[src/trafo_pkg.sv]
// Purpose: Shared types and constants for the transformer bay isolation and reclose logic
// Assumes: One 25 MHz clock, synchronous active-high reset
// Notes:   Travel time is a supervision window, not a plant figure
`default_nettype none

package trafo_pkg;

    // Two-contact disconnector position as it arrives from the plant
    typedef struct packed {
        logic open_c;
        logic closed_c;
    } pos_t;

    // Decoded position shown to the other corner modules
    typedef struct packed {
        logic is_open;
        logic is_closed;
        logic position_discrepancy;
    } ind_t;

    // Reclose outputs towards the mesh and low side reclose modules
    typedef struct packed {
        logic start_high_side_reclose;
        logic lockout_high_side_reclose;
        logic lockout_low_side_reclose;
    } reclose_t;

    typedef enum logic [3:0] {
        S_IDLE  = 4'h1,
        S_OPEN  = 4'h2,
        S_START = 4'h4,
        S_LOCK  = 4'h8
    } seq_t;

    localparam logic [1:0] POS_OPEN   = 2'h2;
    localparam logic [1:0] POS_CLOSED = 2'h1;
    localparam int         SYNC_W     = 4;

    localparam int CLK_HZ         = 25_000_000;
    localparam int MS_PER_S       = 1000;
    localparam int TRAVEL_TIME_MS = 200;
    // Longest wait for the disconnector to report open, rounded down
    localparam int TRAVEL_CYCLES  = TRAVEL_TIME_MS * (CLK_HZ / MS_PER_S);

    localparam ind_t     IND_RESET     = 3'h0;
    localparam reclose_t RECLOSE_RESET = 3'h0;

endpackage : trafo_pkg

`default_nettype wire

[src/pin_sync.sv]
// Purpose: Two-flop synchroniser for plant status pins
// Assumes: Pins are slow levels; no multi-bit coherence is needed
// Notes:   Only the second stage is visible outside
`default_nettype none

module pin_sync #(
    parameter int W = 4
) (
    // Clocking
    input  wire logic         clk,
    input  wire logic         rst,
    input  wire logic         ce,
    // Data
    input  wire logic [W-1:0] d,
    output logic      [W-1:0] q
);

    logic [W-1:0] meta;

    always_ff @(posedge clk) begin
        if (rst) begin
            meta <= '0;
            q    <= '0;
        end else if (ce) begin
            meta <= d;
            q    <= meta;
        end
    end

endmodule : pin_sync

`default_nettype wire

[src/position_monitor.sv]
// Purpose: Decodes the two-contact disconnector position into indications
// Assumes: Input already synchronised to clk
// Notes:   Both contacts equal counts as a discrepancy
`default_nettype none

module position_monitor
    import trafo_pkg::*;
(
    // Clocking
    input  wire logic clk,
    input  wire logic rst,
    input  wire logic ce,
    // Position
    input  wire pos_t pos,
    output ind_t      ind
);

    function automatic ind_t decode(input pos_t p);
        ind_t r;
        r.is_open              = (p == POS_OPEN);
        r.is_closed            = (p == POS_CLOSED);
        r.position_discrepancy = (p.open_c == p.closed_c);
        return r;
    endfunction : decode

    always_ff @(posedge clk) begin
        if (rst) begin
            ind <= IND_RESET;
        end else if (ce) begin
            ind <= decode(pos);
        end
    end

    property p_discrepancy;
        @(posedge clk) disable iff (rst)
        (ce && pos.open_c == pos.closed_c) |=> ind.position_discrepancy && !ind.is_open;
    endproperty
    a_discrepancy: assert property (p_discrepancy) else $error("discrepancy not flagged");

    property p_open_decode;
        @(posedge clk) disable iff (rst)
        (ce && pos == POS_OPEN) |=> ind.is_open && !ind.is_closed;
    endproperty
    a_open_decode: assert property (p_open_decode) else $error("open position not shown");

endmodule : position_monitor

`default_nettype wire

[src/transformer_isolation_reclose_logic.sv]
// Purpose: Isolation and reclose control for one transformer bay at a mesh corner
// Assumes: Supervisor and reclose signals share MCLK; plant contacts are asynchronous
// Notes:   Reclose outputs are one-cycle pulses; commands are levels
`default_nettype none

// What this block does
// Two states, healthy and faulty; fault input forces faulty.
// While faulty, position is still shown but no switching command is issued.
// Disconnector position reported as separate open and closed indications.
// Invalid two-contact combination raises the disconnector status alarm.
// Supervisor sends repeated enable and disable controls selecting the mode.
// Auto-switching and reclose both disabled: protection initiations are ignored.
// Auto-switching only: isolate on trip, never start a reclose.
// Both enabled: isolation and reclose depend on trigger and plant position.
// No-reclose trip, closed: open disconnector, start mesh reclose, lock out low side.
// No-reclose trip, already open: lock out mesh and low side reclose.
// Isolator is never operated while the corner is live.
// Discrepancy means both contacts set or both clear.
// Other-module requests drive plant commands only if healthy, enabled, not inhibited.
// Healthy output is high exactly while in the healthy state.
module transformer_isolation_reclose_logic
    import trafo_pkg::*;
#(
    parameter int TRAVEL_LIMIT = TRAVEL_CYCLES
) (
    // Clocking
    input  wire logic MCLK,
    input  wire logic SYS_RST,
    input  wire logic CE,
    // Plant status pins
    input  wire pos_t DISC_POS,
    input  wire logic DISC_INHIBIT,
    input  wire logic TRIP_WITHOUT_RECLOSE,
    // Supervisor and neighbours
    input  wire logic AUTO_SW_ON,
    input  wire logic AUTO_SW_OFF,
    input  wire logic RECLOSE_ON,
    input  wire logic RECLOSE_OFF,
    input  wire logic OPEN_REQ,
    input  wire logic CLOSE_REQ,
    input  wire logic LIVE_LINE,
    input  wire logic RECLAIM_RUNNING,
    input  wire logic FUNCTION_FAULT,
    // Plant commands
    output logic      OPEN_CMD,
    output logic      CLOSE_CMD,
    // Indications
    output ind_t      DISC_IND,
    output logic      DISC_ALARM,
    output logic      DISC_FAIL,
    output logic      AUTO_SW_ACTIVE,
    output logic      HEALTHY,
    // Reclose module pulses
    output reclose_t  RECLOSE
);

    localparam int TW = $clog2(TRAVEL_LIMIT + 1);

    logic [SYNC_W-1:0] sync_q;
    pos_t              pos_s;
    logic              inhibit_s;
    logic              trip_s;
    logic              trip_q;
    logic              trip_edge;
    ind_t              ind;
    logic              healthy;
    logic              auto_sw;
    logic              dar_on;
    logic              armed;
    logic              switch_ok;
    seq_t              state;
    seq_t              next_state;
    logic [TW-1:0]     travel;
    logic              travel_done;

    pin_sync #(
        .W (SYNC_W)
    ) u_sync (
        .clk (MCLK),
        .rst (SYS_RST),
        .ce  (CE),
        .d   ({DISC_POS, DISC_INHIBIT, TRIP_WITHOUT_RECLOSE}),
        .q   (sync_q)
    );

    assign pos_s     = sync_q[3:2];
    assign inhibit_s = sync_q[1];
    assign trip_s    = sync_q[0];

    position_monitor u_pos (
        .clk (MCLK),
        .rst (SYS_RST),
        .ce  (CE),
        .pos (pos_s),
        .ind (ind)
    );

    assign DISC_IND   = ind;
    assign DISC_ALARM = ind.position_discrepancy;
    assign HEALTHY    = healthy;
    assign AUTO_SW_ACTIVE = (state != S_IDLE);

    // Health follows the fault input; recovery needs the fault to clear
    always_ff @(posedge MCLK) begin
        if (SYS_RST) begin
            healthy <= 1'b1;
        end else if (CE) begin
            healthy <= !FUNCTION_FAULT;
        end
    end

    // Disable wins over enable so a confused supervisor fails safe
    always_ff @(posedge MCLK) begin
        if (SYS_RST) begin
            auto_sw <= 1'b0;
            dar_on  <= 1'b0;
        end else if (CE) begin
            if (AUTO_SW_OFF) begin
                auto_sw <= 1'b0;
            end else if (AUTO_SW_ON) begin
                auto_sw <= 1'b1;
            end
            if (RECLOSE_OFF) begin
                dar_on <= 1'b0;
            end else if (RECLOSE_ON) begin
                dar_on <= 1'b1;
            end
        end
    end

    always_ff @(posedge MCLK) begin
        if (SYS_RST) begin
            trip_q <= 1'b0;
        end else if (CE) begin
            trip_q <= trip_s;
        end
    end

    assign trip_edge = trip_s && !trip_q;
    assign armed     = healthy && auto_sw;
    // Common gate for any isolator movement
    assign switch_ok = healthy && auto_sw && !inhibit_s && !LIVE_LINE;

    // Reclaim timer state does not change the action for this trigger
    always_comb begin
        next_state = state;
        case (state)
            S_IDLE: begin
                if (trip_edge && armed) begin
                    if (ind.is_closed) begin
                        next_state = S_OPEN;
                    end else begin
                        next_state = S_LOCK;
                    end
                end
            end
            S_OPEN: begin
                if (!healthy) begin
                    next_state = S_IDLE;
                end else if (ind.is_open) begin
                    next_state = S_START;
                end else if (travel_done) begin
                    next_state = S_LOCK;
                end
            end
            S_START: next_state = S_IDLE;
            S_LOCK:  next_state = S_IDLE;
            default: next_state = S_IDLE;
        endcase
    end

    always_ff @(posedge MCLK) begin
        if (SYS_RST) begin
            state <= S_IDLE;
        end else if (CE) begin
            state <= next_state;
        end
    end

    // Travel supervision: a live or inhibited corner also runs it out
    assign travel_done = (travel == TW'(TRAVEL_LIMIT));

    always_ff @(posedge MCLK) begin
        if (SYS_RST) begin
            travel <= '0;
        end else if (CE) begin
            if (state != S_OPEN) begin
                travel <= '0;
            end else if (!travel_done) begin
                travel <= travel + TW'(1);
            end
        end
    end

    always_ff @(posedge MCLK) begin
        if (SYS_RST) begin
            DISC_FAIL <= 1'b0;
        end else if (CE) begin
            if (state == S_OPEN && next_state == S_LOCK) begin
                DISC_FAIL <= 1'b1;
            end else if (trip_edge) begin
                DISC_FAIL <= 1'b0;
            end
        end
    end

    always_ff @(posedge MCLK) begin
        if (SYS_RST) begin
            OPEN_CMD  <= 1'b0;
            CLOSE_CMD <= 1'b0;
        end else if (CE) begin
            OPEN_CMD  <= switch_ok && !ind.is_open
                         && ((state == S_OPEN) || (OPEN_REQ && !CLOSE_REQ));
            CLOSE_CMD <= switch_ok && !ind.is_closed && (state == S_IDLE)
                         && CLOSE_REQ && !OPEN_REQ;
        end
    end

    // Without reclose enabled the mesh start is withheld
    always_ff @(posedge MCLK) begin
        if (SYS_RST) begin
            RECLOSE <= RECLOSE_RESET;
        end else if (CE) begin
            RECLOSE.start_high_side_reclose   <= (state == S_START) && dar_on;
            RECLOSE.lockout_low_side_reclose  <= (state == S_START)
                                                 || (state == S_LOCK);
            RECLOSE.lockout_high_side_reclose <= (state == S_LOCK);
        end
    end

    property p_fault;
        @(posedge MCLK) disable iff (SYS_RST)
        (CE && FUNCTION_FAULT) |=> !HEALTHY;
    endproperty
    a_fault: assert property (p_fault) else $error("fault did not force faulty");

    property p_healthy;
        @(posedge MCLK) disable iff (SYS_RST)
        (CE && !FUNCTION_FAULT) |=> HEALTHY;
    endproperty
    a_healthy: assert property (p_healthy) else $error("healthy output wrong");

    property p_no_switch_faulty;
        @(posedge MCLK) disable iff (SYS_RST)
        (CE && !healthy) |=> !OPEN_CMD && !CLOSE_CMD;
    endproperty
    a_no_switch_faulty: assert property (p_no_switch_faulty) else $error("switching while faulty");

    property p_alarm;
        @(posedge MCLK) disable iff (SYS_RST)
        (CE && pos_s.open_c == pos_s.closed_c) |=> DISC_ALARM;
    endproperty
    a_alarm: assert property (p_alarm) else $error("status alarm missing");

    property p_ignore;
        @(posedge MCLK) disable iff (SYS_RST)
        (CE && !auto_sw && state == S_IDLE) |=> state == S_IDLE;
    endproperty
    a_ignore: assert property (p_ignore) else $error("acted while disabled");

    property p_no_start;
        @(posedge MCLK) disable iff (SYS_RST)
        (CE && !dar_on) |=> !RECLOSE.start_high_side_reclose;
    endproperty
    a_no_start: assert property (p_no_start) else $error("reclose started while disabled");

    property p_start;
        @(posedge MCLK) disable iff (SYS_RST)
        (CE && state == S_START && dar_on) |=> RECLOSE.start_high_side_reclose
            && RECLOSE.lockout_low_side_reclose && !RECLOSE.lockout_high_side_reclose;
    endproperty
    a_start: assert property (p_start) else $error("start sequence wrong");

    property p_open_then_start;
        @(posedge MCLK) disable iff (SYS_RST)
        (CE && state == S_OPEN && healthy && ind.is_open) |=> state == S_START;
    endproperty
    a_open_then_start: assert property (p_open_then_start) else $error("no start after open");

    property p_lock_open;
        @(posedge MCLK) disable iff (SYS_RST)
        (CE && state == S_IDLE && trip_edge && armed && !ind.is_closed) |=> state == S_LOCK;
    endproperty
    a_lock_open: assert property (p_lock_open) else $error("no lockout when open");

    property p_live;
        @(posedge MCLK) disable iff (SYS_RST)
        (CE && LIVE_LINE) |=> !OPEN_CMD && !CLOSE_CMD;
    endproperty
    a_live: assert property (p_live) else $error("isolator moved while live");

    property p_req_gate;
        @(posedge MCLK) disable iff (SYS_RST)
        (CE && (inhibit_s || !auto_sw)) |=> !CLOSE_CMD && !OPEN_CMD;
    endproperty
    a_req_gate: assert property (p_req_gate) else $error("request passed while blocked");

endmodule : transformer_isolation_reclose_logic

`default_nettype wire

[config.mk]
export PLATFORM = sky130hd
export DESIGN_NAME = transformer_isolation_reclose_logic
export DESIGN_NICKNAME = d
export VERILOG_FILES = /design/src/trafo_pkg.sv /design/src/pin_sync.sv /design/src/position_monitor.sv /design/src/transformer_isolation_reclose_logic.sv
export SDC_FILE = /design/constraint.sdc
export NUM_CORES = 1
export LEC_CHECK = 0
export ABC_CLOCK_PERIOD_IN_PS = 2000
export BUFFER_PORTS_ARGS = -buffer_cell sky130_fd_sc_hd__buf_4
export CAP_MARGIN = 20
export CORE_MARGIN = 2
export CORE_UTILIZATION = 30
export DETAILED_ROUTE_END_ITERATION = 8
export GPL_TIMING_DRIVEN = 0
export PLACE_DENSITY = 0.46
export SYNTH_ARGS = -nofsm -noshare
export SYNTH_HDL_FRONTEND = slang
export SYNTH_SLANG_ARGS = --single-unit
[constraint.sdc]
create_clock -name MCLK -period 2 [get_ports MCLK]
set_clock_uncertainty 0.05 [all_clocks]
set_input_delay 0.3 -clock MCLK [delete_from_list [all_inputs] [get_ports MCLK]]
set_output_delay 0.3 -clock MCLK [all_outputs]
set_load 0.005 [all_outputs]
# [Yosys cells after proc, flatten, opt, wreduce, memory -nomap -nowiden]
# Index checks and enable logic that the tools add are counted.
[totals] ff_bits=48 latchBits=0 ramBits=0 romBits=0 input_bits=16 out_inout_bits=12 n_memories=0
[op_classes] n_addsub=1 multipliers=0 div=0 order_cmp=0 n_eq_ne=12 shift=0 mux=14 bitwise_logic=0 n_reduce_logical=31
[ops] op="$mux W23" n=2
[ops] op="$add A23 B1 Y23 const B" n=1
[ops] op="$eq A23 B23 Y1 const B" n=1
[ops] op="$mux W4" n=5
[ops] op="$logic_and A1 B1 Y1" n=14
[ops] op="$eq A4 B4 Y1 const B" n=2
[ops] op="$logic_not A1 Y1" n=8
[ops] op="$pmux W4 S2" n=1
[ops] op="$reduce_and A2 Y1" n=4
[ops] op="$mux W1" n=6
[ops] op="$reduce_bool A2 Y1" n=3
[ops] op="$eq A4 B1 Y1 const B" n=1
[ops] op="$eq A4 B2 Y1 const B" n=1
[ops] op="$eq A4 B3 Y1 const B" n=1
[ops] op="$ne A4 B1 Y1 const B" n=1
[ops] op="$ne A4 B2 Y1 const B" n=1
[ops] op="$eq A2 B1 Y1 const B" n=1
[ops] op="$eq A2 B2 Y1 const B" n=1
[ops] op="$logic_or A1 B1 Y1" n=2
[ops] op="$ne A2 B1 Y1 const B" n=1
[ops] op="$eq A1 B1 Y1" n=1

# [Logic depth before layout (Yosys ltp)]
# Gate-level depths: netlist of the first run.
[logic_depth] depth_word=9 mapped_depth=7 depth_no_buf=7

# [Modules after synthesis]
# From an unflattened synthesis of the first run, not the netlist that was laid out.
[hier_totals] hier_cells=270 area_unflattened_um2=2383.5
[modules_own_cells] mod="transformer_isolation_reclose_logic" instances=1 cells_each=231 area_each_um2=1964.4 seq_area_each_um2=740.7
[modules_own_cells] mod="pin_sync" instances=1 cells_each=26 area_each_um2=285.3 seq_area_each_um2=160.2
[modules_own_cells] mod="position_monitor" instances=1 cells_each=13 area_each_um2=133.9 seq_area_each_um2=60.1

# [Least setup slack after synthesis of the first run]
# OpenSTA, ideal clock, no wires.
[synth_timing] kind="register to register" startpoint="reg state[2]" endpoint="reg state[1]" setup_ps=73 t_arrival_ps=1421 t_required_ps=1877 path_slack_ps=456 path_stages_with_launch=6 path_buffers=0 period_less_slack_ps=1544 cell_sequence="dfxtp_1 or4b_4 nor3_1 nand2_1 o311a_1 nor3_2"
[synth_via] elab_chain_len=2 elab_cells_between_ends=3 classes_between="eq/ne: 2; mux: 1"
[synth_lines] item="from (decl)" line="transformer_isolation_reclose_logic.sv:71" text="seq_t state;"
[synth_lines] item="from (signal assigned)" line="transformer_isolation_reclose_logic.sv:176" text="state <= next_state;"
[synth_lines] item="$eq A4 B2 Y1 / $eq A4 B1 Y1 (equally long branches)" line="transformer_isolation_reclose_logic.sv:147" text="case (state)"
[synth_lines] item="$pmux W4 S2 (*)" line="transformer_isolation_reclose_logic.sv:147"
# Every way passes the cells marked *; elsewhere a longest branch is shown, timed or not.
# A chain may end at the register's enable or synchronous reset.

# [Final worst setup path of the first run]
[layout_timing] startpoint="reg state[2]" endpoint="out AUTO_SW_ACTIVE"
[layout_via] elab_chain_len=1
[layout_lines] item="$ne A4 B1 Y1" line="transformer_isolation_reclose_logic.sv:101" text="assign AUTO_SW_ACTIVE = (state != S_IDLE);"
[layout_lines] item="to (decl)" line="transformer_isolation_reclose_logic.sv:51" text="output logic AUTO_SW_ACTIVE,"
# No other way between the ends.

==> run_results.csv, run 1 <==
group,metric,value,unit
placed_design,pre_cts_ws,82.1,ps
global_route,grt_pass1_wl,8.63,mm
setup_path,reg2reg_depth,6,
logic_synthesis,synth.distinct_cells,42,
clock_network,cts_tree,"built",
global_route,overflow,0,
placed_design,dp.cells,378,
global_route,grt_max_degree,16,
clock_network,clk_pin_slew_worst_paths,100,ps
sta,holdWs,112,ps
logic_synthesis,syn_inst,255,
setup_path,cp-start-kind,"register",
global_route,antenna_found_initial,0,
drt,firstDrtPassIters,4,
sta,max_slew_margin,63.5,%
drt,drt_wl_total,5.07,mm
global_route,globalRouteTotalUtil,13.0,%
drt,drc,0,
power,p_per_area,687,nW/um2
global_route,grt_pass1_vias,1720,
floorplanning,core,7210,um2
drt,drt_iter0_drc,47,
power,finalPower,1.83,mW
final_layout,post_route_cells_drive_above_1_share,14.6,%
floorplanning,pin_count,28,
floorplanning,core.rowCount,31,
setup_path,worst_ep_required_time,1650,ps
logic_synthesis,yosysWarnings,0,
logic_synthesis,syn_area_per_cell,8.76,um2
logic_synthesis,ys_top_cells_by_area,"dfxtp_1 (43%), nor2_1 (6.7%), xor2_1 (5.5%), mux2i_1 (5.4%), nand4_1 (3.9%)",
setup_path,r2r-start,"travel[2]",
global_route,grtUsageMet2,21.7,%
sta,rsz0062_at_grt,"no",
global_route,grtUsageMet1,16.9,%
clock_network,cts_buffer_depth,2,
setup_path,critPathCaptureType,"output port",
clock_network,htreeDepth,2,
clock_network,cts_hold_buf,0,
setup_path,crit_fanout,6,
global_route,use_met3,3.09,%
setup_path,critPathKind,"reg2out",
clock_network,cts_buffers,5,
clock_network,root_buffer,"clkbuf_8",
sta,setup_slack,211,ps
drt,wire_per_inst,13.1,um
floorplanning,die_height,90.3,um
final_layout,final_core_util,36.8,%
final_layout,final_cell_mix,"dfxtp_1 (48), nor2_1 (40), buf_4 (25), nand2_1 (18), a21oi_1 (15)",
floorplanning,die_w,90.3,um
global_route,busiest_layer,"met2",
final_layout,layout.cells.non_filler,386,
flow_run,cap_violations,0,
hold_path,hold_depth,2,
setup_path,crit_arrival,1440,ps
floorplanning,dieArea,8150,um2
drt,drtAntennaViolNets,0,
drt,avgViaCountPerCell,4.80,
drt,vias,1854,
logic_synthesis,syn-cell-area,2230,um2
clock_network,clkLatencyLatePin,300,ps
placed_design,hpwlAfterDp,3.69,mm
logic_synthesis,yosysTopAreaCell,"dfxtp_1",
logic_synthesis,ys_seq_elements,48,
run_status,outcome,"finished clean",
final_layout,fin_area,2660,um2
logic_synthesis,synth_nets,275,
placed_design,place_congestion,0.745,
setup_path,r2r-end,"DISC_FAIL",
placed_design,io_buffers,24,
sta,period_needed,1790,ps
hold_path,min_path_type,"in2reg",
sta,worst_pin_slew,548,ps
final_layout,syn2layout_area_growth,19.0,%
logic_synthesis,synth_top_area_share,43.0,%
sta,hold_violations,0,
floorplanning,start_util,31.0,%
final_layout,antenna_cells,0,
sta,drv_slew,0,
setup_path,r2r_slack,230,ps
sta,finalSetupViolCount,0,
final_layout,finalNetCount,306,
sta,setup_tns,0,ps
logic_synthesis,yosysSeqAreaShare,43.0,%
power,vdd_drop_max,0.280,mV
placed_design,dpl_cell_area,2540,um2
power,leakage,0.993,nW
sta,fmax,0.559,GHz
hold_path,hp-start,"RECLOSE_OFF",
hold_path,min_to,"dar_on",
sta,min_period_over_period,89.5,%
clock_network,numClockSinks,48,
final_layout,layout_commonest_cell,"dfxtp_1",
[synthesized netlist by cell type]
master     instances
a22oi_1            1
o21ba_1            1
nand4b_1           1
xor2_1            14
nand4_1           14
dfxtp_1           48
o21ai_2            1
clkbuf_1           9
nor3_1             4
nor4b_2            1
or4b_4             1
nor4bb_1           2
mux2i_1           12
a21oi_1           15
nor4b_1            4
or3_1              3
and4_1             3
o21bai_1           2
and4b_2            1
a211oi_1           2
nor4_2             2
o311a_1            1
buf_4              1
and2_1             3
xnor2_1            4
and4b_1            2
o21a_1             1
o31a_1             1
nand3b_1           1
buf_2              2
nor4_1             2
nand2b_1           2
nand2_1           18
nand3_1           10
nor2_1            40
nor3_2             1
o21ai_0            7
buf_1              1
inv_1              7
and3_1             5
ha_1               4
o2111ai_1          1
[layout make-up]
class | instances | area [um2]
Tap cell | 99 | 124
Fill cell | 815 | 4560
Buffer | 13 | 55.1
Clock buffer | 5 | 68.8
Clock inverter | 3 | 42.5
Multi-Input combinational cell | 187 | 1200
Timing Repair Buffer | 24 | 180
Inverter | 7 | 26.3
Sequential cell | 48 | 961
[worst max-delay path: stages, from the launching register on]
cell and delay, ps:
dfxtp_1 390, or4b_4 580, buf_4 160
[worst max path at each step]
stage	end	slack (ps)	from
after detailed placement	state[1]	80	state[2]
after CTS	state[1]	50	state[2]
final	AUTO_SW_ACTIVE	210	state[2]
after global placement	DISC_FAIL	110	state[2]
after global routing	DISC_FAIL	90	travel[0]
after floorplan	state[1]	460	state[2]
[what timing repair did]
action | CTS | global route
gates resized for setup | 0 | 1
endpoints found under the setup margin | 0 | 5
setup buffers | 0 | 0
[routing by layer]
metal	wire length, um	vias to the layer above
met5	0	-
met1	2460	856
met3	173	6
met2	2380	28
li1	-	964
met4	58	0
[where the power goes]
part	internal [mW]	switching (mW)
sequential	0.972	0.0148
combinational	0.0585	0.0640
clock	0.371	0.346
[cell families (layout without fill, tap and decap cells)]
kind of cell	Yosys count	in the layout	share of synthesized area (%)
AO/OA/AOI/OAI	33	33	9.02
multiplexers	12	12	5.38
buffers and inverters	20	52	3.64
adder cells (fa/ha/maj)	4	4	2.24
flip-flops	48	48	43.0
AND/OR/NAND/NOR	120	120	29.6
XOR/XNOR	18	18	7.06
[flip-flops by register name, summed over array words and instances (netlist names)]
register	flops
RECLOSE	3
trip_q	1
DISC_FAIL	1
u_sync.meta	4
travel	23
state	4
u_sync.q	4
HEALTHY	1
dar_on	1
OPEN_CMD	1
auto_sw	1
CLOSE_CMD	1
u_pos.ind	3
Power figures use the tool's default switching activity.
==> inputs of run 2 (changes only) <==
Settings changed: CELL_PAD_IN_SITES_DETAIL_PLACEMENT set to 0, CELL_PAD_IN_SITES_GLOBAL_PLACEMENT set to 2, PLACE_DENSITY 0.46 to 0.68.
==> run 2 against run 1 <==
Compared with the run above:
- die area unchanged
- clock-buffer cell count unchanged
- critical path depth unchanged
- largest cell class unchanged
- highest routed layer unchanged
==> run_results.csv, run 2 (synthesis gave the netlist of run 1 again) <==
group,metric,value,unit
power,vdd_drop_max,0.335,mV
sta,fmax,0.559,GHz
clock_network,cts_buffers,5,
clock_network,clkLatencyLatePin,310,ps
floorplanning,core,7210,um2
setup_path,crit_fanout,6,
setup_path,crit_chain,"or4b_4, buf_4",
final_layout,finalNetCount,306,
floorplanning,core.rowCount,31,
run_status,outcome,"finished clean",
setup_path,critical_path.slowest_cell,"or4b_4",
sta,hold_violations,0,
clock_network,root_buffer,"clkbuf_8",
final_layout,antenna_cells,0,
drt,drt_iter0_drc,43,
clock_network,cts_hold_buf,0,
hold_path,min_path_type,"in2reg",
setup_path,crit_arrival,1440,ps
drt,avgViaCountPerCell,4.83,
sta,worst_pin_slew,571,ps
clock_network,numClockSinks,48,
floorplanning,die_height,90.3,um
clock_network,cts_tree,"built",
sta,min_period_over_period,89.4,%
setup_path,slowest_delay,580,ps
clock_network,htreeDepth,2,
sta,holdWs,119,ps
setup_path,startpoint,"state[2]",
global_route,grt_pass1_wl,8.99,mm
placed_design,dp.cells,378,
global_route,grt_pass1_vias,1851,
floorplanning,pin_count,28,
sta,max_slew_margin,61.9,%
final_layout,layout_commonest_cell,"dfxtp_1",
sta,rsz0062_at_grt,"no",
sta,setup_tns,0,ps
final_layout,post_route_cells_drive_above_1_share,14.6,%
floorplanning,start_util,31.0,%
final_layout,largest_reg_flops,23,
drt,wire_per_inst,13.9,um
setup_path,critPathKind,"reg2out",
clock_network,cts_buffer_depth,2,
setup_path,cp-start-kind,"register",
placed_design,place_congestion,0.735,
drt,drc,0,
drt,drtAntennaViolNets,0,
final_layout,regMostFlops,"travel",
setup_path,critPathCaptureType,"output port",
drt,drt_wl_total,5.35,mm
global_route,antenna_found_initial,0,
power,finalPower,1.85,mW
power,leakage,0.998,nW
setup_path,r2r-start,"travel[2]",
clock_network,clk_pin_slew_worst_paths,100,ps
clock_network,postCtsSetupBuffers,0,
sta,period_needed,1790,ps
sta,drv_slew,0,
placed_design,io_buffers,24,
floorplanning,die_w,90.3,um
floorplanning,dieArea,8150,um2
flow_run,cap_violations,0,
final_layout,syn2layout_area_growth,19.2,%
global_route,overflow,0,
final_layout,layout.cells.non_filler,386,
placed_design,hpwlAfterDp,3.84,mm
sta,finalSetupViolCount,0,
global_route,globalRouteTotalUtil,13.7,%
global_route,grt_max_degree,17,
final_layout,final_cell_mix,"dfxtp_1 (48), nor2_1 (40), buf_4 (25), nand2_1 (18), a21oi_1 (15)",
drt,vias,1864,
hold_path,hp-start,"AUTO_SW_OFF",
setup_path,worst_ep_required_time,1650,ps
drt,firstDrtPassIters,4,
power,p_per_area,693,nW/um2
run 2: cell types whose count changed in the layout (fill, tap and decap cells not counted):
| cell | delta |
|---|---|
| clkinv_2 | -1 |
| clkinvlp_4 | -1 |
| clkinv_4 | +2 |
run 2: timing repair:
item                                   in CTS  in global routing
endpoints found under the hold margin       0                  0
setup endpoints to repair                   0                 22
resized for setup                           0                  1
run 2: through the flow:
step	util, %	setup WS, ps	instance area [um2]
2_1_floorplan	-	456	2230
3_3_place_gp	35.2	21.1	2540
3_5_place_dp	35.2	64.7	2540
4_1_cts	36.8	19.4	2650
5_1_grt	36.9	19.3	2660
6_report	36.9	212	2660
run 2: path summary, 6_finish.rpt:
check                   end  slack, ps  depth (start not counted)
max reg2reg       DISC_FAIL        230                          6
max          AUTO_SW_ACTIVE        210                          2
min                 auto_sw        120                          2
min reg2reg      RECLOSE[1]        420                          2
run 2: per-layer routing:
layer	up-vias	GRT usage (%)	routed length, um
li1	959	-	-
met4	0	4.62	74
met3	6	2.50	159
met5	-	0	0
met1	866	17.3	2560
met2	33	23.4	2560
run 2: worst max-delay path, delay by kind of cell, from the launching register on:
family	cells	cell delay (ps)
buf+inv	1	160
simple gates	1	580
flops	1	390
run 2: final cells by class:
class / count / area [um2]
fill: 805 / 4550
multi-input combinational: 187 / 1200
sequential: 48 / 961
timing repair buffer: 24 / 180
tap: 99 / 124
clock buffer: 5 / 68.8
buffer: 13 / 55.1
clock inverter: 3 / 47.5
inverter: 7 / 26.3
run 2: power breakdown:
part	switching [mW]	internal, mW
Sequential	0.0149	0.972
Clock	0.358	0.377
Combinational	0.0651	0.0584
==> inputs of run 3 (changes only) <==
Settings changed: ABC_CLOCK_PERIOD_IN_PS 2000 to 2300.
Clock period 2 ns to 2.3 ns, I/O delays scaled along.
==> run 3 against run 2 <==
Compared with the run above:
- sequential power fell by 13%
- die area unchanged
- register-to-register slack better by 110 ps
- clock-buffer cell count is the same
- cell area down 0.33%
- flip-flop and latch count stayed put
- non-clock buffer count unchanged
- global-route usage is the same
- via count shrank 0.21%
- highest routed layer unchanged
==> run_results.csv, run 3 (synthesis gave the netlist of run 1 again) <==
group,metric,value,unit
sta,fmax,0.511,GHz
setup_path,critical_path.slowest_cell,"nor4b_2",
clock_network,numClockSinks,48,
run_status,outcome,"finished clean",
sta,holdWs,164,ps
drt,drtAntennaViolNets,0,
global_route,globalRouteTotalUtil,13.7,%
final_layout,regMostFlops,"travel",
clock_network,cts_hold_buf,0,
final_layout,largest_reg_flops,23,
power,p_per_area,604,nW/um2
setup_path,critPathKind,"reg2reg",
clock_network,postCtsSetupBuffers,0,
setup_path,crit_buf_inv,0,
sta,hold_violations,0,
drt,firstDrtPassIters,4,
clock_network,htreeDepth,2,
sta,worst_pin_slew,778,ps
global_route,use_met3,2.50,%
final_layout,layout_commonest_cell,"dfxtp_1",
setup_path,reg2reg_depth,4,
drt,drc,0,
power,leakage,0.996,nW
floorplanning,start_util,31.0,%
global_route,busiest_layer,"met2",
sta,max_slew_margin,48.0,%
final_layout,layout.cells.non_filler,386,
setup_path,r2r_slack,340,ps
global_route,grt_pass1_wl,8.99,mm
clock_network,clkLatencyLatePin,310,ps
final_layout,post_route_cells_drive_above_1_share,14.6,%
final_layout,finalNetCount,306,
sta,finalSetupViolCount,0,
setup_path,crit_arrival,2140,ps
global_route,grtUsageMet2,23.4,%
global_route,antenna_found_initial,0,
final_layout,final_core_util,36.8,%
floorplanning,core.rowCount,31,
flow_run,cap_violations,0,
setup_path,crit_fanout,7,
clock_network,cts_buffer_depth,2,
global_route,grt_pass1_vias,1851,
setup_path,cp_num_cells,4,
drt,vias,1860,
floorplanning,die_w,90.3,um
clock_network,cts_resized,0,
setup_path,r2r-end,"state[1]",
final_layout,final_cell_mix,"dfxtp_1 (48), nor2_1 (40), buf_4 (25), nand2_1 (18), a21oi_1 (15)",
setup_path,critical-path-top-delay-family,"simple AND/OR/NAND/NOR gates",
drt,drt_iter0_drc,43,
setup_path,slowest_delay,710,ps
placed_design,hpwlAfterDp,3.84,mm
global_route,grt_max_degree,17,
floorplanning,dieArea,8150,um2
sta,period_needed,1960,ps
global_route,grtUsageMet1,17.3,%
drt,drt_wl_total,5.34,mm
placed_design,dp.cells,378,
placed_design,io_buffers,24,
global_route,overflow,0,
setup_path,worst_ep_required_time,2490,ps
clock_network,cts_buffers,5,
hold_path,min_path_type,"in2reg",
clock_network,root_buffer,"clkbuf_8",
setup_path,critPathCaptureType,"register",
final_layout,antenna_cells,0,
floorplanning,pin_count,28,
sta,setup_slack,343,ps
final_layout,syn2layout_area_growth,18.8,%
placed_design,dpl_cell_area,2540,um2
setup_path,r2r-start,"state[2]",
placed_design,pre_cts_ws,365,ps
setup_path,cp-start-kind,"register",
power,vdd_drop_max,0.291,mV
floorplanning,die_height,90.3,um
drt,avgViaCountPerCell,4.82,
drt,wire_per_inst,13.8,um
sta,drv_slew,0,
placed_design,place_congestion,0.735,
clock_network,clk_pin_slew_worst_paths,100,ps
sta,setup_tns,0,ps
setup_path,startpoint,"state[2]",
final_layout,fin_area,2650,um2
clock_network,cts_tree,"built",
setup_path,crit_chain,"nor4b_2, nand2_1, o311a_1, nor3_2",
sta,rsz0062_at_grt,"no",
sta,min_period_over_period,85.1,%
floorplanning,core,7210,um2
setup_path,endpoint,"state[1]",
power,finalPower,1.60,mW
## run 3: cell count changes in the layout (fill, tap and decap cells not counted)
cell     before  now
nor4b_2       0    1
nor4b_4       1    0
## run 3: cell type report
type | count | area (um2)
multi-input combinational | 187 | 1190
timing repair buffer | 24 | 180
tap | 99 | 124
clock inverter | 3 | 47.5
clock buffer | 5 | 68.8
sequential | 48 | 961
fill | 805 | 4560
inverter | 7 | 26.3
buffer | 13 | 55.1
## run 3: power by group
| group | switching [mW] | leakage, nW | internal [mW] |
|---|---|---|---|
| logic | 0.0566 | 0.549 | 0.0504 |
| registers | 0.0123 | 0.389 | 0.846 |
| clock network | 0.311 | 0.0583 | 0.328 |
| total | 0.380 | 0.996 | 1.22 |
## run 3: worst reg2reg max path: cells and delay by family (launching register included)
family           cells  cell delay (ps)
AND/OR/NAND/NOR      3             1110
flip-flops           1              380
AO/OA/AOI/OAI        1              350
## run 3: routing by layer
layer  share of wire, %  routed length (um)  up-vias
li1                   -                   -      958
met1                 48                2560      867
met2                 48                2550       29
met3                2.9                 155        6
met4                1.4                  74        0
met5                  0                   0        -
## run 3: worst min path at each step
stage | slack [ps] | depth (start not counted) | to | start
4_1_cts | 150 | 2 | auto_sw | AUTO_SW_OFF
3_5_place_dp | 410 | 2 | OPEN_CMD | OPEN_CMD
6_report | 160 | 2 | auto_sw | AUTO_SW_OFF
2_1_floorplan | 400 | 1 | auto_sw | AUTO_SW_OFF
5_1_grt | 160 | 2 | auto_sw | AUTO_SW_OFF
3_3_place_gp | 400 | 2 | RECLOSE[1] | RECLOSE[1]
